===== src/include/irqf_pkg.sv =====
// Package for the interrupt request flag block: offsets, layouts, resets
package irqf_pkg;
  localparam int IRQF_FLAG_COUNT = 9;
  localparam int IRQF_PIN_COUNT = 4;
  // Printed offsets are not multiples of four: these are word indices
  localparam logic [7:0] IRQF_IDX_SERIAL0 = 8'h35;
  localparam logic [7:0] IRQF_IDX_TIMER3 = 8'h36;
  localparam logic [7:0] IRQF_IDX_TIMER2 = 8'h37;
  localparam logic [7:0] IRQF_IDX_TIMER1 = 8'h38;
  localparam logic [7:0] IRQF_IDX_TIMER0 = 8'h39;
  localparam logic [7:0] IRQF_IDX_PIN4 = 8'h3A;
  localparam logic [7:0] IRQF_IDX_PIN3 = 8'h3B;
  localparam logic [7:0] IRQF_IDX_PIN2 = 8'h3C;
  localparam logic [7:0] IRQF_IDX_PIN1 = 8'h3D;
  // Interrupt status, enable and clear registers
  localparam logic [7:0] IRQF_IDX_STATUS = 8'h40;
  localparam logic [7:0] IRQF_IDX_ENABLE = 8'h41;
  localparam logic [7:0] IRQF_IDX_CLEAR = 8'h42;
  localparam int IRQF_PENDING_BIT = 0;
  localparam int IRQF_LEVEL_BIT = 3;
  localparam logic [8:0] IRQF_FLAGS_RESET = 9'h000;
  localparam logic [8:0] IRQF_ENABLE_RESET = 9'h000;
  localparam logic [1:0] IRQF_RESP_OKAY = 2'h0;
  localparam logic [1:0] IRQF_RESP_SLVERR = 2'h2;
  // Flag order: 0 serial0, 1..4 timer3..timer0, 5..8 pin4..pin1
  typedef struct packed {
    logic [8:0] event_pulse;
    logic [3:0] pin_level;
  } irqf_sources_t;
  typedef struct packed {
    logic [8:0] flags;
    logic [8:0] status;
    logic [8:0] enable;
    logic [3:0] pin_meta;
    logic [3:0] pin_sync;
    logic aw_held;
    logic [7:0] aw_idx;
    logic w_held;
    logic [31:0] w_data;
    logic [3:0] w_strb;
    logic bvalid;
    logic [1:0] bresp;
    logic rvalid;
    logic [31:0] rdata;
    logic [1:0] rresp;
  } irqf_state_t;
endpackage


===== src/design/irqf_flags.sv =====
// Interrupt request flag registers behind an AXI4-Lite slave
//
// Our own choice: register access over AXI4-Lite.
`timescale 1ns/1ns
`default_nettype none
module irqf_flags
  import irqf_pkg::*;
(
  input wire logic clk_sys,
  input wire logic rst,
  input wire logic watchdog_reset,
  input wire logic serial0_event,
  input wire logic timer3_event,
  input wire logic timer2_event,
  input wire logic timer1_event,
  input wire logic timer0_event,
  input wire logic ext_pin4_event,
  input wire logic ext_pin3_event,
  input wire logic ext_pin2_event,
  input wire logic ext_pin1_event,
  input wire logic [3:0] ext_pin_level,
  input wire logic [31:0] s_axi_awaddr,
  input wire logic s_axi_awvalid,
  output logic s_axi_awready,
  input wire logic [31:0] s_axi_wdata,
  input wire logic [3:0] s_axi_wstrb,
  input wire logic s_axi_wvalid,
  output logic s_axi_wready,
  output logic [1:0] s_axi_bresp,
  output logic s_axi_bvalid,
  input wire logic s_axi_bready,
  input wire logic [31:0] s_axi_araddr,
  input wire logic s_axi_arvalid,
  output logic s_axi_arready,
  output logic [31:0] s_axi_rdata,
  output logic [1:0] s_axi_rresp,
  output logic s_axi_rvalid,
  input wire logic s_axi_rready,
  output logic irq
);

  irqf_state_t state_reg;
  irqf_state_t state_next;
  irqf_sources_t src;

  // Map an index to a flag number; -1 when not a flag register
  function automatic int flag_of(input logic [7:0] idx);
    if (idx == IRQF_IDX_SERIAL0) begin
      return 0;
    end else if (idx == IRQF_IDX_TIMER3) begin
      return 1;
    end else if (idx == IRQF_IDX_TIMER2) begin
      return 2;
    end else if (idx == IRQF_IDX_TIMER1) begin
      return 3;
    end else if (idx == IRQF_IDX_TIMER0) begin
      return 4;
    end else if (idx == IRQF_IDX_PIN4) begin
      return 5;
    end else if (idx == IRQF_IDX_PIN3) begin
      return 6;
    end else if (idx == IRQF_IDX_PIN2) begin
      return 7;
    end else if (idx == IRQF_IDX_PIN1) begin
      return 8;
    end else begin
      return -1;
    end
  endfunction

  // Word index from a byte address; misaligned gives an invalid index
  function automatic logic [7:0] idx_of(input logic [31:0] addr);
    if (addr[1:0] != 2'h0 || addr[31:10] != 22'h000000) begin
      return 8'hFF;
    end else begin
      return addr[9:2];
    end
  endfunction

  function automatic logic mapped(input logic [7:0] idx);
    return flag_of(idx) >= 0 || idx == IRQF_IDX_STATUS ||
      idx == IRQF_IDX_ENABLE || idx == IRQF_IDX_CLEAR;
  endfunction

  assign src.event_pulse = {ext_pin1_event, ext_pin2_event, ext_pin3_event,
    ext_pin4_event, timer0_event, timer1_event, timer2_event, timer3_event,
    serial0_event};
  assign src.pin_level = ext_pin_level;

  assign s_axi_awready = !state_reg.aw_held && !state_reg.bvalid;
  assign s_axi_wready = !state_reg.w_held && !state_reg.bvalid;
  assign s_axi_arready = !state_reg.rvalid;
  assign s_axi_bvalid = state_reg.bvalid;
  assign s_axi_bresp = state_reg.bresp;
  assign s_axi_rvalid = state_reg.rvalid;
  assign s_axi_rdata = state_reg.rdata;
  assign s_axi_rresp = state_reg.rresp;
  assign irq = |(state_reg.status & state_reg.enable);

  always_comb begin
    logic [7:0] ridx;
    logic [3:0] rword;
    int fl;
    int pin;
    logic do_write;
    logic [8:0] sw_clear;
    ridx = 8'h00;
    rword = 4'h0;
    fl = -1;
    pin = 0;
    do_write = 1'b0;
    sw_clear = 9'h000;
    state_next = state_reg;
    // Pin levels pass two flip-flops before being read
    state_next.pin_meta = src.pin_level;
    state_next.pin_sync = state_reg.pin_meta;

    if (s_axi_awvalid && s_axi_awready) begin
      state_next.aw_held = 1'b1;
      state_next.aw_idx = idx_of(s_axi_awaddr);
    end
    if (s_axi_wvalid && s_axi_wready) begin
      state_next.w_held = 1'b1;
      state_next.w_data = s_axi_wdata;
      state_next.w_strb = s_axi_wstrb;
    end

    // Write executes once address and data are both held
    if (state_reg.aw_held && state_reg.w_held) begin
      do_write = state_reg.w_strb[0];
      fl = flag_of(state_reg.aw_idx);
      state_next.aw_held = 1'b0;
      state_next.w_held = 1'b0;
      state_next.bvalid = 1'b1;
      state_next.bresp = mapped(state_reg.aw_idx) ? IRQF_RESP_OKAY :
        IRQF_RESP_SLVERR;
      if (do_write && fl >= 0) begin
        state_next.flags[fl] =
          state_reg.w_data[IRQF_PENDING_BIT];
      end
      if (do_write && state_reg.aw_idx == IRQF_IDX_ENABLE) begin
        state_next.enable = state_reg.w_data[8:0];
      end
      if (state_reg.w_strb[1:0] == 2'h3 &&
          state_reg.aw_idx == IRQF_IDX_CLEAR) begin
        sw_clear = state_reg.w_data[8:0];
      end
    end
    if (state_reg.bvalid && s_axi_bready) begin
      state_next.bvalid = 1'b0;
    end

    // Hardware events win over a software write or clear
    state_next.flags =
      state_next.flags | src.event_pulse;
    state_next.status = (state_reg.status & ~sw_clear) | src.event_pulse;

    if (s_axi_arvalid && s_axi_arready) begin
      ridx = idx_of(s_axi_araddr);
      fl = flag_of(ridx);
      rword = 4'h0;
      if (fl >= 0) begin
        rword[IRQF_PENDING_BIT] = state_reg.flags[fl];
        if (fl >= 5) begin
          pin = 8 - fl;
          rword[IRQF_LEVEL_BIT] = state_reg.pin_sync[pin[1:0]];
        end
      end
      state_next.rvalid = 1'b1;
      state_next.rresp = mapped(ridx) ? IRQF_RESP_OKAY : IRQF_RESP_SLVERR;
      if (ridx == IRQF_IDX_STATUS) begin
        state_next.rdata = {23'h000000, state_reg.status};
      end else if (ridx == IRQF_IDX_ENABLE) begin
        state_next.rdata = {23'h000000, state_reg.enable};
      end else begin
        state_next.rdata = {28'h0000000, rword};
      end
    end else if (state_reg.rvalid && s_axi_rready) begin
      state_next.rvalid = 1'b0;
    end
  end

  always_ff @(posedge clk_sys) begin
    if (rst || watchdog_reset) begin
      state_reg <= '0;
      state_reg.flags <= IRQF_FLAGS_RESET;
      state_reg.enable <= IRQF_ENABLE_RESET;
    end else begin
      state_reg <= state_next;
    end
  end

endmodule
`default_nettype wire


===== config.mk =====
export PLATFORM = sky130hd
export DESIGN_NAME = irqf_flags
export DESIGN_NICKNAME = d
export VERILOG_FILES = /design/src/include/irqf_pkg.sv /design/src/design/irqf_flags.sv
export SDC_FILE = /design/constraint.sdc
export NUM_CORES = 1
export LEC_CHECK = 0
export ABC_AREA = 1
export BUFFER_PORTS_ARGS = -buffer_cell sky130_fd_sc_hd__buf_2
export CAP_MARGIN = 20
export CORE_ASPECT_RATIO = 0.7
export CORE_MARGIN = 2
export CORE_UTILIZATION = 40
export CTS_CLUSTER_DIAMETER = 200
export CTS_CLUSTER_SIZE = 16
export DETAILED_ROUTE_END_ITERATION = 8
export PLACE_DENSITY = 0.72
export SYNTH_ARGS = -nofsm -noshare
export SYNTH_HDL_FRONTEND = slang
export SYNTH_SLANG_ARGS = --single-unit

===== constraint.sdc =====
create_clock -name clk_sys -period 3.25 [get_ports clk_sys]
set_input_delay 0.1625 -clock clk_sys [delete_from_list [all_inputs] [get_ports clk_sys]]
set_output_delay 0.1625 -clock clk_sys [all_outputs]
set_load 0.01 [all_outputs]

==> results.md <==
- # diodes: 0
- Post-synth top area share: 36.86%
- Startpoint type of the worst setup path: flop
- Most frequent cells in the layout: 112 x buf_2, 87 x inv_1, 69 x nor2_1, 69 x dfxtp_1, 57 x nand2_1
- Share of layout cells above drive strength 1: 23.73%
- Slew HR: 45.19%
- Async SR Flop Fraction: 0%
- Final setup fails: 0
- Syn avg cell area: 7.111 um2
- Die ar.: 10170 um2
- TritonCTS clock tree: done
- Nets: 750
- Setup ws final: 1054 ps
- Tmin final: 2197 ps
- Top cells by area, synth: dfxtp_1 37%, inv_1 8.7%, buf_4 7.2%
- Sequential area share after synthesis: 36.86%
- Fill cell count: 921
- Slew Limit Fails: 0
- Area taken by multi-input logic gates: 1799 um2
- FP Rows: 29
- Number of buffers added on ports: 112
- Root Buffer: clkbuf_16
- Largest register FFs: 52
- Critical path class: reg2reg
- Area grow syn2layout: 20.83%
- Initial antenna violation count: 0
- Max Cap Viol: 0
- Die width: 119.7 um
- Hold Fails Final Rpt: 0
- Clock tree buffer depth: 2
- Worst slack at placement: 837.0 ps
- Post-CTS Setup Inserts: 0
- Slew @ Worst Pin: 821.2 ps
- Total power per unit cell area: 440.7 nW/um2
- Post-Synthesis Cells: 527
- FMAX: 0.4553 GHz
- Leakage: 2.134 nW
- Die Y: 84.98 um
- Critical Path Fanout Max: 8
- Clk slew on worst S/H paths: 60 ps
- Netlist cell types: 40
- Outcome: complete, no violations
- Reg2Reg Setup Slack: 1050 ps
- CTS H-tree lvls: 3
- Post-synth EDFFs: 0
- Via count: 3653
- Overall routing resource usage: 18.37%
- Hold_buf cts: 0
- Via/cell ratio: 4.832
- Clock sinks: 69
- Storage cell area: 1381 um2
- Hold Crit Class: in2reg
- Most common cell after layout, fill and taps aside: buf_2
- Yosys warning total: 0
- Register bit total from synthesis: 69
- Setup crit end kind: flop
- Hpwl dp: 7054 um
- Pre-antenna DRT Iters: 4
- Tcrit/Tclk final: 67.58%
- Antenna Nets Post-Route: 0
- Clk_skew: 4.775 ps
- 1st-iter DRT viols: 266
- Vias in the first global route: 3308
- Largest net degree at the start of global routing: 46
- Total Wirelength: 9122 um
- Initial Util: 41.31%
- RSZ-0062 raised after global routing: false
- Worst skew pair latency: 330 ps
- Ports: 163
- DRC errors left: 0
- Gates resized, CTS repair: 0
- Commonest register cell after synthesis: dfxtp_1
- Peak VDD IR: 314.9 uV
- Post-synth top area cell: dfxtp_1
- First-pass GRT wire length: 14970 um
- Final Wtd Congestion: 0.8538
- Core ar.: 9071 um2
- Setup TNS: 0 ps
- Cell Area, Synth: 3747 um2
- DR WL/cell: 12.07 um
- Gr ovfl total: 0
- Worst EP arrival: 2420 ps
- TritonCTS Buffers: 9
- CP required: 3480 ps
-- cell families after synthesis --
group,Yosys count,share of synthesized area [%]
flops,69,36.86
simple gates,182,22.50
other cells,1,0.1001
compound gates,134,22.27
buf+inv,139,17.60
fa+ha+maj,2,0.6677
-- layout make-up --
type / count / share of cell area, %
Clock inverter: 4 / 0.4974
Sequential cell: 69 / 30.51
Multi-Input combinational cell: 343 / 39.73
Clock buffer: 12 / 5.665
Tap cell: 124 / 3.426
Inverter: 90 / 7.461
Timing Repair Buffer: 114 / 12.71
-- worst max-delay path: stages, from the launching register on --
cell	delay, ps
dfxtp_1	350
nor4_4	490
inv_2	120
nor2_1	160
a31oi_1	70
nand3_1	150
nand3_1	230
o21ai_0	220
o31ai_1	90
o21ai_0	160
inv_1	60
-- Yosys cell counts (8+ instances only) --
| cell type | n |
|---|---|
| nand3_1 | 24 |
| clkbuf_1 | 10 |
| nor2_1 | 70 |
| nand2_1 | 57 |
| dfxtp_1 | 69 |
| o211ai_1 | 9 |
| nor2_2 | 8 |
| inv_1 | 87 |
| o31ai_1 | 12 |
| o21ai_0 | 44 |
| buf_4 | 36 |
| a21oi_1 | 35 |
| a221oi_1 | 9 |
-- path summary, 6_finish.rpt --
path | start | to | cells past startpoint
worst max-delay path | state_reg[82] | state_reg[116] | 10
worst min-delay path | s_axi_bready | s_axi_bvalid | 2
worst max register to register | state_reg[82] | state_reg[116] | 10
worst min register to register | state_next[85] | state_reg[85] | 2
-- per-stage QoR --
stage / cells / util, % / hold slack [ps] / power (mW) / instance area, um2
finish: 756 / 49.92 / 15.57 / 1.996 / 4528
CTS: 756 / 49.92 / 4.568 / 2.021 / 4528
global placement: 740 / 46.84 / 360.7 / 1.102 / 4249
detailed placement: 740 / 46.84 / 358.0 / 1.107 / 4249
global route: 756 / 49.92 / 19.09 / 2.090 / 4528
floorplan: 551 / - / 261.7 / 1.044 / 3837
-- report_power, final --
part	total, mW	internal (mW)	leakage, nW	switching (mW)
logic	0.196	0.0805	1.43	0.116
registers	0.895	0.877	0.564	0.0174
clock network	0.905	0.553	0.138	0.352
-- layer usage --
layer | vias to the layer above | wire length (um) | share of wire, % | GRT usage (%)
met1 | 1638 | 4327 | 47 | 23.60
li1 | 1893 | - | - | -
met2 | 112 | 4077 | 45 | 29.71
met3 | 10 | 653 | 7.2 | 7.191
met5 | - | 0 | 0 | 0
met4 | 0 | 64 | 0.70 | 3.422
No activity file was read; power rests on OpenSTA's default activity.
